--- src/eesm_pkg.sv ---
package eesm_pkg;
  // Pin-select values
  localparam logic [1:0] PSEL_TWO_PIN   = 2'h1;
  localparam logic [1:0] PSEL_THREE_WIRE = 2'h3;

  // Two-pin command codes
  localparam logic [3:0] CMD_NOP       = 4'h0;
  localparam logic [3:0] CMD_RX_ACK    = 4'h2;
  localparam logic [3:0] CMD_TX        = 4'h3;
  localparam logic [3:0] CMD_STOP      = 4'h5;
  localparam logic [3:0] CMD_RX_LAST   = 4'h6;
  localparam logic [3:0] CMD_START     = 4'h9;

  // Control/status bit positions
  localparam int BIT_ERROR    = 7;
  localparam int BIT_WAIT_RDY = 7;
  localparam int BIT_BUSY     = 6;
  localparam int BIT_RX_NACK  = 5;
  localparam int BIT_FLOAT    = 5;
  localparam int BIT_TX_NACK  = 4;
  localparam int BIT_READ     = 4;
  localparam int MAX_BITS     = 8;

  localparam logic [7:0] DATA_RESET = 8'h00;
  // Status: no error, idle, both acknowledge bits inactive
  localparam logic [7:0] CTRL_RESET = 8'h30;

  // Timing
  localparam int CLK_HZ       = 250_000_000;
  localparam int TWO_PIN_HZ   = 78_000;
  localparam int THREE_WIRE_HZ = 500_000;
  // Two-pin quarter-period and three-wire half-period ticks (longest time rounds down)
  localparam int TWO_PIN_QTR  = CLK_HZ / (TWO_PIN_HZ * 4);
  localparam int THREE_WIRE_HALF = CLK_HZ / (THREE_WIRE_HZ * 2);
  localparam int DIV_W        = 12;

  typedef struct packed {
    logic wait_rdy;
    logic float_last;
    logic read;
    logic [3:0] count;
  } eesm_wire_cmd_s;

  typedef struct packed {
    logic o;
    logic oe;
  } eesm_pin_drv_s;
endpackage

--- src/eesm_master.sv ---
`timescale 1ns/1ns
`default_nettype none
// Contract
// Pin-select 1 routes two-pin clock to gpio four, data to five.
// Command 0011 shifts data register out; busy stays high throughout.
// Two-pin mode: completion interrupt pulses when busy falls.
// Control bit 5 reads 0 if EEPROM acked last byte; resets 1.
// Receive command fills data register before busy falls.
// Two-pin clock toggles at 78 kHz during transfers, idles high.
// Status: bit7 error, bit6 busy, bit4 low means we sent ack.
// Command 0000 stops the clock; otherwise clock keeps toggling.
// 0010 receives and acks; 0110 receives last byte without ack.
// 1001 makes START, 0101 makes STOP.
// Undefined two-pin commands do nothing but set error; code also loads cmd_q into status bits 3:0 and forces the clock high.
// Pin-select 3 runs 500 kHz three-wire link; chip select by firmware.
// Firmware keeps cpu clock divider at 000 for three-wire mode.
// Three-wire: each control write starts one transfer of up to 8 bits.
// Wait-for-ready with float delays busy fall to data rising edge.
// Three-wire: bit 6 reads busy; interrupt fires as busy falls.
// Float bit releases data line right after final rising clock edge.
// Read bit set samples EEPROM bits; clear drives bits out.
// Count 0..8; reads capture MSB first, right-aligned in data.
// Writes shift counted bits out MSB first from data MSB.
// Count zero gives no clocks; data line just obeys float bit.
// Firmware raises chip select before and lowers after a transaction.
// After a read, firmware writes zero count, float clear to redrive.
// START/STOP change data with clock high; bytes change data clock low.
module eesm_master
  import eesm_pkg::*;
(
  input  wire logic       ref_clk_i,
  input  wire logic       rst_n_i,
  input  wire logic [1:0] eeprom_pin_select_i,
  input  wire logic       ctrl_wr_i,
  input  wire logic [7:0] ctrl_wdata_i,
  input  wire logic       data_wr_i,
  input  wire logic [7:0] data_wdata_i,
  output logic      [7:0] eeprom_serial_control_o,
  output logic      [7:0] eeprom_serial_data_o,
  output logic            eeprom_done_irq_o,
  output logic            gpio_pin_four_o,
  output logic            gpio_pin_four_oe_o,
  input  wire logic       gpio_pin_five_i,
  output logic            gpio_pin_five_o,
  output logic            gpio_pin_five_oe_o
);
  import eesm_pkg::*;

  typedef enum {
    S_IDLE, S_START, S_STOP, S_BIT, S_ACK, S_WIRE, S_WAITRDY
  } eesm_state_e;

  eesm_state_e    state_q;
  logic [7:0]     data_q;
  logic [3:0]     cmd_q;
  logic           err_q, busy_q, rx_nack_q, tx_nack_q;
  logic           clk_run_q;
  logic           scl_q, sda_q, sda_oe_q;
  logic [1:0]     phase_q;
  logic [3:0]     bits_q;
  eesm_wire_cmd_s wcmd_q;
  logic           sync1_q, sync2_q, sda_prev_q;
  logic           busy_prev_q;
  logic           tick;
  logic           two_pin, three_wire;
  logic [DIV_W-1:0] tick_period;

  assign two_pin     = (eeprom_pin_select_i == PSEL_TWO_PIN);
  assign three_wire  = (eeprom_pin_select_i == PSEL_THREE_WIRE);
  // Two-pin steps in quarter periods; three-wire in half periods
  assign tick_period = two_pin ? DIV_W'(TWO_PIN_QTR) : DIV_W'(THREE_WIRE_HALF);

  eesm_tick #(
    .W(DIV_W)
  ) u_tick (
    .ref_clk_i (ref_clk_i),
    .rst_n_i   (rst_n_i),
    .run_i     (clk_run_q || busy_q),
    .period_i  (tick_period),
    .tick_o    (tick)
  );

  // Data pin is from outside; two flops before use
  always_ff @(posedge ref_clk_i) begin
    if (!rst_n_i) begin
      sync1_q    <= 1'b1;
      sync2_q    <= 1'b1;
      sda_prev_q <= 1'b1;
    end else begin
      sync1_q    <= gpio_pin_five_i;
      sync2_q    <= sync1_q;
      sda_prev_q <= sync2_q;
    end
  end

  // Main sequencer
  always_ff @(posedge ref_clk_i) begin
    if (!rst_n_i) begin
      state_q   <= S_IDLE;
      data_q    <= DATA_RESET;
      cmd_q     <= CMD_NOP;
      err_q     <= 1'b0;
      busy_q    <= 1'b0;
      rx_nack_q <= 1'b1;
      tx_nack_q <= 1'b1;
      clk_run_q <= 1'b0;
      scl_q     <= 1'b1;
      sda_q     <= 1'b1;
      sda_oe_q  <= 1'b1;
      phase_q   <= 2'h0;
      bits_q    <= 4'h0;
      wcmd_q    <= '0;
    end else begin
      if (data_wr_i && !busy_q) begin
        data_q <= data_wdata_i;
      end
      case (state_q)
        S_IDLE: begin
          // free-running clock until no-op
          if (two_pin && clk_run_q && tick && !busy_q) begin
            if (phase_q[0]) begin
              scl_q <= ~scl_q;
            end
            phase_q <= phase_q + 2'h1;
          end
          if (ctrl_wr_i && two_pin) begin
            cmd_q   <= ctrl_wdata_i[3:0];
            phase_q <= 2'h0;
            bits_q  <= 4'h0;
            scl_q   <= 1'b1;
            case (ctrl_wdata_i[3:0])
              // stop clock, idle high
              CMD_NOP: clk_run_q <= 1'b0;
              // start/stop sequences
              CMD_START: begin
                busy_q <= 1'b1;
                clk_run_q <= 1'b1;
                sda_oe_q <= 1'b1;
                sda_q <= 1'b1;
                state_q <= S_START;
              end
              CMD_STOP: begin
                busy_q <= 1'b1;
                clk_run_q <= 1'b1;
                state_q <= S_STOP;
              end
              // transmit, receive variants
              CMD_TX, CMD_RX_ACK, CMD_RX_LAST: begin
                busy_q    <= 1'b1;
                clk_run_q <= 1'b1;
                state_q   <= S_BIT;
              end
              // illegal command
              default: err_q <= 1'b1;
            endcase
          end else if (ctrl_wr_i && three_wire) begin
            // one transfer per control write
            wcmd_q <= '{wait_rdy: ctrl_wdata_i[BIT_WAIT_RDY],
                        float_last: ctrl_wdata_i[BIT_FLOAT],
                        read: ctrl_wdata_i[BIT_READ],
                        count: (ctrl_wdata_i[3:0] > 4'(MAX_BITS)) ? 4'(MAX_BITS)
                                                            : ctrl_wdata_i[3:0]};
            // Clock left alone here so a zero count makes no edge
            bits_q  <= 4'h0;
            phase_q <= 2'h0;
            busy_q  <= 1'b1;
            // zero count: data follows float bit only
            if (ctrl_wdata_i[3:0] == 4'h0) begin
              sda_oe_q <= ~ctrl_wdata_i[BIT_FLOAT];
            end else if (ctrl_wdata_i[BIT_READ]) begin
              // Read hands the line to the EEPROM
              sda_oe_q <= 1'b0;
            end
            state_q <= S_WIRE;
          end
        end
        S_START: if (tick) begin
          // data falls while clock high
          phase_q <= phase_q + 2'h1;
          if (phase_q == 2'h1) sda_q <= 1'b0;
          if (phase_q == 2'h3) begin
            scl_q <= 1'b0;
            busy_q <= 1'b0;
            state_q <= S_IDLE;
          end
        end
        S_STOP: if (tick) begin
          // data rises while clock high
          phase_q <= phase_q + 2'h1;
          case (phase_q)
            2'h0: begin scl_q <= 1'b0; sda_oe_q <= 1'b1; sda_q <= 1'b0; end
            2'h1: scl_q <= 1'b1;
            2'h2: sda_q <= 1'b1;
            default: begin
              busy_q <= 1'b0;
              state_q <= S_IDLE;
            end
          endcase
        end
        S_BIT, S_ACK: if (tick) begin
          phase_q <= phase_q + 2'h1;
          case (phase_q)
            2'h0: begin
              // data changes with clock low
              scl_q <= 1'b0;
              if (state_q == S_BIT) begin
                sda_oe_q <= (cmd_q == CMD_TX);
                sda_q    <= data_q[7];
              end else begin
                // ack low unless last byte
                sda_oe_q <= (cmd_q != CMD_TX);
                sda_q    <= (cmd_q == CMD_RX_LAST);
              end
            end
            2'h1: scl_q <= 1'b1;
            2'h2: begin
              if (state_q == S_BIT) begin
                // receive shift; transmit shift
                data_q <= {data_q[6:0], (cmd_q == CMD_TX) ? 1'b0 : sync2_q};
              end else if (cmd_q == CMD_TX) begin
                // acknowledge seen from EEPROM
                rx_nack_q <= sync2_q;
              end else begin
                // we sent acknowledge
                tx_nack_q <= (cmd_q == CMD_RX_LAST);
              end
            end
            default: begin
              bits_q <= bits_q + 4'h1;
              if (state_q == S_ACK) begin
                busy_q <= 1'b0;
                state_q <= S_IDLE;
              end else if (bits_q == 4'(MAX_BITS - 1)) begin
                state_q <= S_ACK;
              end
            end
          endcase
        end
        S_WIRE: begin
          if (bits_q == wcmd_q.count) begin
            // float after final rising edge
            if (wcmd_q.float_last) sda_oe_q <= 1'b0;
            // wait only when float set
            if (wcmd_q.wait_rdy && wcmd_q.float_last) state_q <= S_WAITRDY;
            else begin
              busy_q  <= 1'b0;
              state_q <= S_IDLE;
            end
          end else if (tick) begin
            phase_q[0] <= ~phase_q[0];
            if (!phase_q[0]) begin
              // drive MSB with clock low
              if (!wcmd_q.read) begin
                sda_q    <= data_q[7];
                sda_oe_q <= 1'b1;
                data_q   <= {data_q[6:0], 1'b0};
              end
              scl_q <= 1'b0;
            end else begin
              scl_q  <= 1'b1;
              bits_q <= bits_q + 4'h1;
              // sample, right-aligned
              if (wcmd_q.read) data_q <= {data_q[6:0], sync2_q};
            end
          end
        end
        S_WAITRDY: begin
          if (sync2_q && !sda_prev_q) begin
            busy_q  <= 1'b0;
            state_q <= S_IDLE;
          end
        end
        default: state_q <= S_IDLE;
      endcase
    end
  end

  // Completion pulse on busy fall
  always_ff @(posedge ref_clk_i) begin
    if (!rst_n_i) begin
      busy_prev_q       <= 1'b0;
      eeprom_done_irq_o <= 1'b0;
    end else begin
      busy_prev_q <= busy_q;
      // interrupt as busy falls
      eeprom_done_irq_o <= busy_prev_q && !busy_q;
    end
  end

  // Output registers and pin routing
  always_ff @(posedge ref_clk_i) begin
    if (!rst_n_i) begin
      eeprom_serial_control_o <= CTRL_RESET;
      eeprom_serial_data_o    <= DATA_RESET;
      gpio_pin_four_o         <= 1'b1;
      gpio_pin_four_oe_o      <= 1'b0;
      gpio_pin_five_o         <= 1'b1;
      gpio_pin_five_oe_o      <= 1'b0;
    end else begin
      // status layout
      eeprom_serial_control_o <= {err_q, busy_q, rx_nack_q, tx_nack_q, cmd_q};
      eeprom_serial_data_o    <= data_q;
      // pins only owned in a serial mode
      gpio_pin_four_oe_o <= two_pin || three_wire;
      // two-pin clock free-runs between transfers until a no-op parks it high
      gpio_pin_four_o    <= scl_q;
      gpio_pin_five_oe_o <= (two_pin || three_wire) && sda_oe_q;
      gpio_pin_five_o    <= sda_q;
    end
  end
endmodule
`default_nettype wire

--- src/eesm_tick.sv ---
`timescale 1ns/1ns
`default_nettype none
// Programmable tick divider; one-cycle enable pulse every period_i cycles
module eesm_tick #(
  parameter int W = 12
) (
  input  wire logic         ref_clk_i,
  input  wire logic         rst_n_i,
  input  wire logic         run_i,
  input  wire logic [W-1:0] period_i,
  output logic              tick_o
);
  logic [W-1:0] cnt_q;

  always_ff @(posedge ref_clk_i) begin
    if (!rst_n_i || !run_i) begin
      cnt_q  <= '0;
      tick_o <= 1'b0;
    end else if (cnt_q >= period_i - W'(1)) begin
      cnt_q  <= '0;
      tick_o <= 1'b1;
    end else begin
      cnt_q  <= cnt_q + W'(1);
      tick_o <= 1'b0;
    end
  end
endmodule
`default_nettype wire
--- config.mk ---
export PLATFORM = sky130hd
export DESIGN_NAME = eesm_master
export DESIGN_NICKNAME = d
export VERILOG_FILES = /design/src/eesm_pkg.sv /design/src/eesm_master.sv /design/src/eesm_tick.sv
export SDC_FILE = /design/constraint.sdc
export NUM_CORES = 1
export LEC_CHECK = 0
export BUFFER_PORTS_ARGS = -buffer_cell sky130_fd_sc_hd__buf_2
export CORE_ASPECT_RATIO = 0.75
export CORE_MARGIN = 4
export CORE_UTILIZATION = 55
export CTS_CLUSTER_SIZE = 40
export DETAILED_ROUTE_END_ITERATION = 10
export PLACE_DENSITY = 0.86
export SLEW_MARGIN = 10
export SYNTH_ARGS = -nofsm -noshare
export SYNTH_HDL_FRONTEND = slang
export SYNTH_SLANG_ARGS = --single-unit
--- constraint.sdc ---
create_clock -name ref_clk_i -period 4.25 [get_ports ref_clk_i]
set_input_delay 0.2125 -clock ref_clk_i [delete_from_list [all_inputs] [get_ports ref_clk_i]]
set_output_delay 0.2125 -clock ref_clk_i [all_outputs]
set_load 0.02 [all_outputs]
After elaboration in Yosys (flattened, before gate mapping)
Index checks and enable logic that the tools add are counted.

Bitwise operators: 7. $lt $le $gt $ge: 2. Mux-type cells: 98. Reductions and logical operators: 50. Equal/unequal tests: 60. Add/subtract/negate cells: 4.

Operators with widths (number): 2-to-1 mux 32 bit (12); case mux 32 bit (6 select lines) (1); equality test 32 x 3 -> 1 bit, second input constant (4); case mux 32 bit (3 select lines) (1); 2-to-1 mux 8 bit (9); equality test 32 x 2 -> 1 bit, second input constant (2); 2-to-1 mux 1 bit (50); equality test 32 x 1 -> 1 bit, second input constant (1); equality test 32 x 4 -> 1 bit, second input constant (1); logical NOT 32 bit (1); 2-to-1 mux 4 bit (8); inequality test 2 bit, second input constant (13); AND reduction 13 bit (2); inequality test 3 bit, second input constant (8); inequality test 2 x 1 -> 1 bit, second input constant (9); equality test 4 x 3 -> 1 bit, second input constant (4); case mux 8 bit (2 select lines) (1); AND reduction 5 bit (3); adder 12 x 1 -> 12 bit, second input constant (1); equality test 4 x 2 -> 1 bit, second input constant (3); greater-or-equal comparator 12 bit (1); case mux 4 bit (3 select lines) (1); AND reduction 12 bit (1); AND reduction 3 bit (4); 41 further kinds (80).

Output and inout port bits: 21. Bits of input ports: 23. Register bits: 103. Logic and storage cells: 252.

Depth between registers and ports, before layout
Gate-level depths: netlist (run 1).

Depth after elaboration: 8. Mapped depth: 9. Mapped depth without buffers: 8.

Hierarchy
A second synthesis (run 1) with hierarchy kept.

Cells, all modules: 460. Area total of the unflattened synthesis: 4103.9 sq um.

Modules (own cells, without submodules): eesm_master (area each 3133.0 sq um, sequential area each 1201.2 sq um, cells each 348, times used 1); eesm_tick (area each 970.9 sq um, sequential area each 260.2 sq um, cells each 112, times used 1).

Least setup slack after synthesis (run 1)
OpenSTA, ideal clock, no wires.

Path kind: in2reg. From: input port eeprom_pin_select_i[1]. To: register u_tick.cnt_q[3]. Slack: 2.070 ns. Setup time: 0.092 ns. Buffers on the path: 2. Data arrival time: 2.087 ns. Data required time: 4.158 ns. Stages: 9. Cell sequence: nand2b_1 > clkbuf_2 > ha_1 > or4b_1 > and3_1 > o21ai_0 > a211oi_1 > clkbuf_1 > nor4_1.

Cells in the longest elaborated chain, start to end: 5.

RTL lines: start: declaration (RTL line eesm_master.sv:33) `input wire logic [1:0] eeprom_pin_select_i,`; equality test 2 x 1 -> 1 bit (RTL line eesm_master.sv:68) `assign two_pin = (eeprom_pin_select_i == PSEL_TWO_PIN);`; 2-to-1 mux 10 bit (RTL line eesm_master.sv:71) `assign tick_period = two_pin ? DIV_W'(TWO_PIN_QTR) : DIV_W'(THREE_WIRE_HALF);`; subtractor 10 x 1 -> 11 bit (RTL line eesm_tick.sv:19) `end else if (cnt_q >= period_i - W'(1)) begin`; greater-or-equal comparator 12 bit (RTL line eesm_tick.sv:19); OR reduction 2 bit (no source line); end signal: assignment (RTL line eesm_tick.sv:23) `cnt_q <= cnt_q + W'(1);`; end: declaration (RTL line eesm_tick.sv:13) `logic [W-1:0] cnt_q;`.

Every way passes these cells. A chain may end at the register's enable or synchronous reset.

Worst setup path in the final report (run 1)
From: register state_q[2]. To: register state_q[0].

Cells in the longest elaborated chain, start to end: 5. Elaborated cells on any way between the ends: 25. Those cells by class: eq/ne: 18; mux: 4; reduce/logical: 3.

RTL lines: start: declaration (RTL line eesm_master.sv:53) `eesm_state_e state_q;`; start signal: assignment (RTL line eesm_master.sv:99) `state_q <= S_IDLE;`; start signal: assignment (RTL line eesm_master.sv:140) `state_q <= S_START;`; start signal: assignment (RTL line eesm_master.sv:145) `state_q <= S_STOP;`; equality test 32 x 4 -> 1 bit (RTL line eesm_master.sv:230) `if (state_q == S_ACK) begin`; 2-to-1 mux 32 bit (RTL line eesm_master.sv:230); 2-to-1 mux 32 bit (RTL line eesm_master.sv:202) `case (phase_q)`; 2-to-1 mux 32 bit (RTL line eesm_master.sv:200) `S_BIT, S_ACK: if (tick) begin`; case mux 32 bit (6 select lines) (RTL line eesm_master.sv:117) `case (state_q)`.

Several ways; a longest one is shown, not always the timed one. The select of a mux whose other input is x is not followed.

==> key figures, run 1 <==
Floorplanning
  • Ports: 44
  • CORE AREA: 6412 µm²
  • Row count: 25
  • Initial core utilization: 0.5764
  • Die H: 79.00 µm
  • Die X: approximately 100 µm
  • Die area: approximately 8000 µm²

Hold path
  • Hold_sp: gpio_pin_five_i
  • Min-Delay Path Class: input pin to flip-flop

Clock tree
  • CTS buffer count: 9
  • CTS tree: yes
  • Hold-fix buffers, CTS: 0
  • CTS clk-pin slew, worst paths: 0.08 ns
  • Clk buf depth: 2
  • Root buf cell: clkbuf_8
  • Latest clock arrival within the worst-skew pair: 0.36 ns
  • Number of setup buffers added after CTS: 0
  • Post-CTS Resized: 0
  • H-tree depth: 3
  • CTS sink cnt: 73

Final layout
  • Antenna diodes: 0
  • Share of cells above drive strength 1: 0.1631
  • Layout Utilization: 0.6472
  • Area grow syn2layout: 12.29%
  • Layout Nets: 497
  • Fill count: 533

Detailed routing
  • Via count: between 3000 and 4000
  • Via density: 5.921
  • Avg WL per Cell: 15.91 µm
  • Drt pass-1 iters: 5
  • Detail Route Antenna Nets: 0
  • Drt drc: 0
  • Iter 0 DRT Violations: 433
  • Post-detailed-routing wire length: 8.704 mm

Critical path
  • CP Max Fanout: 24
  • Critical Path Source Type: flip-flop
  • Setup crit end kind: flip-flop
  • Data arrival time of the worst path: 2.96 ns
  • Crit Path Class: flip-flop to flip-flop
  • Critical Path Source: state_q[2]
  • Worst endpoint required time: 4.50 ns
  • Worst r2r src: state_q[2]

Yosys
  • Post-Syn Area per Cell: 8.656 µm²
  • Number of flops mapped to enable cells by yosys: 0
  • Synth cell types: 63
  • Yosys warnings: 0
  • Post-Syn Nets: roughly 460
  • Synthesized flop and latch total: 73
  • Seq/Total Area, Yosys: 0.3954
  • Async SR Flop Fraction: 0
  • Synthesized area: around 3700 µm²
  • Ys flop type: dfxtp_1
  • Synth Instances: 427

Timing
  • RSZ-0062 raised after global routing: false
  • Slew Limit Headroom: 0.4075
  • Final period util: 0.6385
  • Setup violators final: 0
  • Sum Neg Setup Slack: 0 ns
  • Post-route minimum period: 2.714 ns
  • Fmax achieved: around 0.37 GHz
  • Final Hold Viols: 0
  • Final Skew: around 0.012 ns
  • Max-slew violations: 0
  • Slew @ Worst Pin: approximately 0.88 ns

Power and ir drop
  • Leakage power: 0.001693 µW
  • Max VDD drop: 0.0001951 V
  • Power Dens Cells: between 300 and 400 nW/µm²

GRT
  • GRT Util Overall: 0.2255
  • Vias in the first global route: 3006
  • First-pass GRT wire length: 14.27 mm
  • Largest net degree at the start of global routing: 41
  • Global route total overflow: 0
  • Initial antenna violation count: 0

Placement
  • Dpl hpwl: 6.196 mm
  • GPL Wtd Cong: just under 1
  • # port buffers: 42

Job
  • Max Cap Viol: 0

Status
  • Outcome: complete, no violations
[state kept, by name (all words and copies together) (netlist names), 3 cells and up]
name	flops
bits_q	4
cmd_q	4
data_q	8
eeprom_serial_control_o	8
eeprom_serial_data_o	8
state_q	3
u_tick.cnt_q	12
wcmd_q	7
[area by class of cell]
cell class / instances / area (µm²) / area share
clock buffer: 11 / 151.4 / 0.03648
clock inverter: 5 / 61.31 / 0.01477
inverter: 14 / 52.55 / 0.01266
multi-input combinational: 319 / 2097 / 0.5053
sequential: 73 / 1461 / 0.3521
tap: 81 / 101.3 / 0.02442
timing repair buffer: 44 / 225.2 / 0.05427
[final timing paths]
path / end / slack [ns] / cells past startpoint
min: sync1_q / 0.04 / 2
max reg2reg: state_q[0] / 1.54 / 5
min reg2reg: eeprom_serial_control_o[5] / 0.44 / 1
max: state_q[0] / 1.54 / 5
[layer usage]
metal,GRT usage,share of wire,up-vias,wire length (µm)
li1,-,-,1577,-
met5,0,0,-,0
met2,0.3524,0.44,142,3831
met1,0.2969,0.45,1500,3887
met3,0.07375,0.092,20,804
met4,0.06422,0.021,0,181
[cells in the mapped netlist (all sizes together) (6+ instances only)]
| cell | number | area (µm²) |
|---|---|---|
| a21oi | 17 | 85.08 |
| and2 | 19 | 118.9 |
| clkbuf | 19 | 72.56 |
| dfxtp | 73 | 1461 |
| ha | 13 | 162.7 |
| inv | 13 | 48.80 |
| mux2 | 11 | 123.9 |
| mux2i | 19 | 190.2 |
| nand2 | 46 | 175.2 |
| nand2b | 14 | 87.58 |
| nand3 | 18 | 95.09 |
| nand3b | 6 | 45.04 |
| nor2 | 39 | 146.4 |
| nor2b | 7 | 43.79 |
| nor4 | 12 | 75.07 |
| o21ai | 14 | 70.06 |
| xnor2 | 10 | 87.58 |
| xor2 | 6 | 52.55 |
[logic make-up after synthesis]
group,synth area share
AO/OA/AOI/OAI,0.1402
XOR/XNOR,0.03791
other,0.001015
multiplexers,0.08497
AND/OR/NAND/NOR,0.2566
flip-flops,0.3954
buffers and inverters,0.03723
adder cells (fa/ha/maj),0.04672
[through the flow]
step	worst slack, ns	power [µW]	cell area, µm²	hold slack (ns)	instances
2_1_floorplan	2.070	1004	3696	0.3140	427
3_3_place_gp	1.675	1074	3938	0.3968	531
3_5_place_dp	1.612	1081	3938	0.4120	531
4_1_cts	1.659	1657	4150	0.03692	547
5_1_grt	1.416	1731	4150	0.04098	547
6_report	1.536	1654	4150	0.04460	547
[cell usage in the layout (no fill, tap or decap), types with 10 or more instances in the layout]
cell type,count
nor4_1,12
xnor2_1,10
inv_1,13
nand3_1,17
mux2_2,11
clkbuf_8,11
buf_2,42
a21oi_1,17
nand2_1,45
mux2i_1,19
o21ai_0,13
dfxtp_1,73
ha_1,13
and2_1,19
nand2b_1,14
nor2_1,39
[power breakdown]
| group | switching, µW | internal, µW | leakage [µW] |
|---|---|---|---|
| Sequential | 46.0 | 722 | 0.000594 |
| Combinational | 175 | 131 | 0.00100 |
| Clock | 276 | 305 | 0.0000982 |
| Total | 497 | 1160 | 0.00169 |
[critical path, stage by stage (launching register included)]
cell and delay [ns]:
dfxtp_1 0.56, nor3_1 0.79, nand2_1 0.32, o221ai_1 0.52, nand3_1 0.13, a32o_1 0.29
(Power assumes the default switching activity.)
==> run 2: changes to the inputs <==
--- a/config.mk
+++ b/config.mk
@@ -8,10 +8,10 @@
 export BUFFER_PORTS_ARGS = -buffer_cell sky130_fd_sc_hd__buf_2
 export CORE_ASPECT_RATIO = 0.75
 export CORE_MARGIN = 4
-export CORE_UTILIZATION = 55
+export CORE_UTILIZATION = 52
 export CTS_CLUSTER_SIZE = 40
 export DETAILED_ROUTE_END_ITERATION = 10
-export PLACE_DENSITY = 0.86
+export PLACE_DENSITY = 0.85
 export SLEW_MARGIN = 10
 export SYNTH_ARGS = -nofsm -noshare
 export SYNTH_HDL_FRONTEND = slang
==> constraint.sdc (replaced) <==
create_clock -name ref_clk_i -period 2.34 [get_ports ref_clk_i]
set_input_delay 0.117 -clock ref_clk_i [delete_from_list [all_inputs] [get_ports ref_clk_i]]
set_output_delay 0.117 -clock ref_clk_i [all_outputs]
set_load 0.02 [all_outputs]
==> run 2 against run 1 <==
  * Setup slack worse by 1.3 ns
  * Utilization down 0.83 points
  * Fmax up 26%
  * Clock-buffer cell count down 1
  * Die area up 5.2%
  * Critical path type unchanged
==> key figures, run 2 (synthesis gave the netlist of run 1 again) <==
Status
  • Outcome: complete, no violations (unchanged)

GRT
  • Largest net degree at the start of global routing: 40 (was 41)
  • Vias in the first global route: 3164 (was 3006)
  • Global route total overflow: 0 (unchanged)
  • GRT Util Overall: 0.2195 (was 0.2255)
  • Initial antenna violation count: 0 (unchanged)
  • First-pass GRT wire length: 14.90 mm (was 14.27 mm)

Timing
  • Slew Limit Headroom: 0.5371 (was 0.4075)
  • Fmax achieved: 0.4651 GHz (was 0.3685 GHz)
  • Slew @ Worst Pin: 0.6898 ns (was 0.8819 ns)
  • Setup violators final: 0 (unchanged)
  • RSZ-0062 raised after global routing: true (was false)
  • Final setup margin: 0.1898 ns (was 1.536 ns)
  • Final period util: 0.9189 (was 0.6385)
  • Post-route minimum period: 2.150 ns (was 2.714 ns)
  • Final Hold Viols: 0 (unchanged)
  • Final Skew: 0.006961 ns (was 0.01241 ns)
  • Max-slew violations: 0 (unchanged)

Clock tree
  • Latest clock arrival within the worst-skew pair: 0.35 ns (was 0.36 ns)
  • CTS clk-pin slew, worst paths: 0.08 ns (about the same)
  • CTS tree: yes (unchanged)
  • CTS sink cnt: 73 (unchanged)
  • CTS buffer count: 9 (unchanged)
  • Clk buf depth: 2 (unchanged)
  • Root buf cell: clkbuf_8 (unchanged)
  • H-tree depth: 3 (unchanged)

Critical path
  • WP buf/inv: 2 (was 0)
  • Critical Path Source Type: flip-flop (unchanged)
  • Crit Path Class: flip-flop to flip-flop (unchanged)
  • Slowest cell on crit path: or4b_1 (was nor3_1)
  • Delay-heaviest family, CP: simple AND/OR/NAND/NOR gates (unchanged)
  • Biggest cell delay along the critical path: 0.48 ns (was 0.79 ns)
  • CP Max Fanout: 5 (was 24)
  • Setup crit end kind: flip-flop (unchanged)
  • Data arrival time of the worst path: 2.40 ns (was 2.96 ns)
  • CP cell instances: inv_1 > ha_1 > or4b_1 > and3_1 > o21ai_0 > a211oi_1 > buf_4 > nor4_1 (was nor3_1 > nand2_1 > o221ai_1 > nand3_1 > a32o_1)
  • Worst endpoint required time: 2.59 ns (was 4.50 ns)

Detailed routing
  • Via density: 5.732 (was 5.921)
  • Avg WL per Cell: 15.34 µm (was 15.91 µm)
  • Detail Route Antenna Nets: 0 (unchanged)
  • Via count: 3353 (was 3239)
  • Post-detailed-routing wire length: 8.974 mm (was 8.704 mm)
  • Drt drc: 0 (unchanged)
  • Drt pass-1 iters: 5 (unchanged)
  • Iter 0 DRT Violations: 356 (was 433)

Final layout
  • Share of cells above drive strength 1: 0.1971 (was 0.1631)
  • Max reg flops: 12 (unchanged)
  • Most common cell after layout, fill and taps aside: dfxtp_1 (unchanged)
  • Most frequent cells in the layout: dfxtp_1 (72), nand2_1 (45), buf_2 (42) (was dfxtp_1 (73), nand2_1 (45), buf_2 (42))
  • Antenna diodes: 0 (unchanged)
  • Fill count: 582 (was 533)
  • Layout Nets: 518 (was 497)
  • Area grow syn2layout: 18.65% (was 12.29%)
  • Final instance area: 4385 µm² (was 4150 µm²)
  • Largest Register: u_tick.cnt_q (unchanged)

Floorplanning
  • Ports: 44 (unchanged)
  • Row count: 26 (was 25)
  • Initial core utilization: 0.5385 (was 0.5764)
  • Die area: 8535 µm² (was 8109 µm²)
  • Die H: 81.02 µm (was 79.00 µm)
  • Die X: 105.4 µm (was 102.7 µm)
  • CORE AREA: 6864 µm² (was 6412 µm²)

Placement
  • Placed cell area: 4109 µm² (was 3938 µm²)
  • Dpl hpwl: 6.529 mm (was 6.196 mm)
  • Setup Slack @ Placement: 0.1175 ns (was 1.612 ns)
  • # port buffers: 42 (unchanged)
  • GPL Wtd Cong: 1.007 (was 0.9756)

Power and ir drop
  • Leakage power: 0.001829 µW (was 0.001693 µW)
  • Max VDD drop: 0.0003719 V (was 0.0001951 V)
  • Power Dens Cells: 761.5 nW/µm² (was 398.6 nW/µm²)

Hold path
  • Min-Delay Path Class: input pin to flip-flop (unchanged)

Job
  • Max Cap Viol: 0 (unchanged)
## run 2: cell count changes in the layout (fill, tap and decap cells not counted), moves of 2 or more
cell        change
clkinvlp_4      -3
bufinv_16       +3
clkbuf_8        -2
buf_4          +20
## run 2: path summary, 6_finish.rpt
path,start,end,slack (ns),depth (start not counted)
min,ctrl_wdata_i[4],wcmd_q[4],0.02,3
max reg2reg,u_tick.cnt_q[0],u_tick.cnt_q[9],0.19,8
min reg2reg,sync1_q,sync2_q,0.43,1
max,u_tick.cnt_q[0],u_tick.cnt_q[9],0.19,8
## run 2: what timing repair did
item / 4_1_cts / 5_1_grt
setup endpoints to repair: 0 / 10
endpoints found under the hold margin: 1 / 0
setup buffers: 0 / 0
hold buffers: 1 / 0
resized for setup: 0 / 1
## run 2: layout make-up
class,instances,area [µm²],share of cell area
Clock inverter,6,137.6,0.03138
Clock buffer,10,127.6,0.02910
Multi-Input combinational cell,319,2097,0.4782
Inverter,14,52.55,0.01198
Sequential cell,73,1463,0.3335
Timing Repair Buffer,65,385.4,0.08787
Tap cell,98,122.6,0.02796
## run 2: power by group
| part | leakage, µW | internal [µW] | switching [µW] |
|---|---|---|---|
| clock | 0.000131 | 822 | 490 |
| sequential | 0.000595 | 1310 | 58.6 |
| combinational | 0.00110 | 290 | 368 |
## run 2: per-layer routing
metal | track usage | vias to the layer above | part of all wire
met5 | 0 | - | 0
met3 | 0.05878 | 34 | 0.098
li1 | - | 1621 | -
met4 | 0.07864 | 0 | 0.025
met1 | 0.2898 | 1513 | 0.46
met2 | 0.3486 | 185 | 0.42
## run 2: stage by stage
step | power (µW) | hold slack (ns) | TNS (ns) | utilization | std cells
6_report | 3340 | 0.01986 | 0 | 0.6389 | 585
5_1_grt | 3483 | 0.01486 | -0.01204 | 0.6389 | 585
4_1_cts | 3340 | 0.008626 | 0 | 0.6387 | 585
2_1_floorplan | 1823 | 0.2185 | 0 | - | 427
3_5_place_dp | 2031 | 0.3206 | 0 | 0.5986 | 568
3_3_place_gp | 2014 | 0.3251 | 0 | 0.5986 | 568
## run 2: tightest hold or removal path, delay by kind of cell
kind / cells / cell delay [ns]
buffers and inverters: 1 / 0.09
muxes: 1 / 0.06
and+or+nand+nor: 1 / 0.07
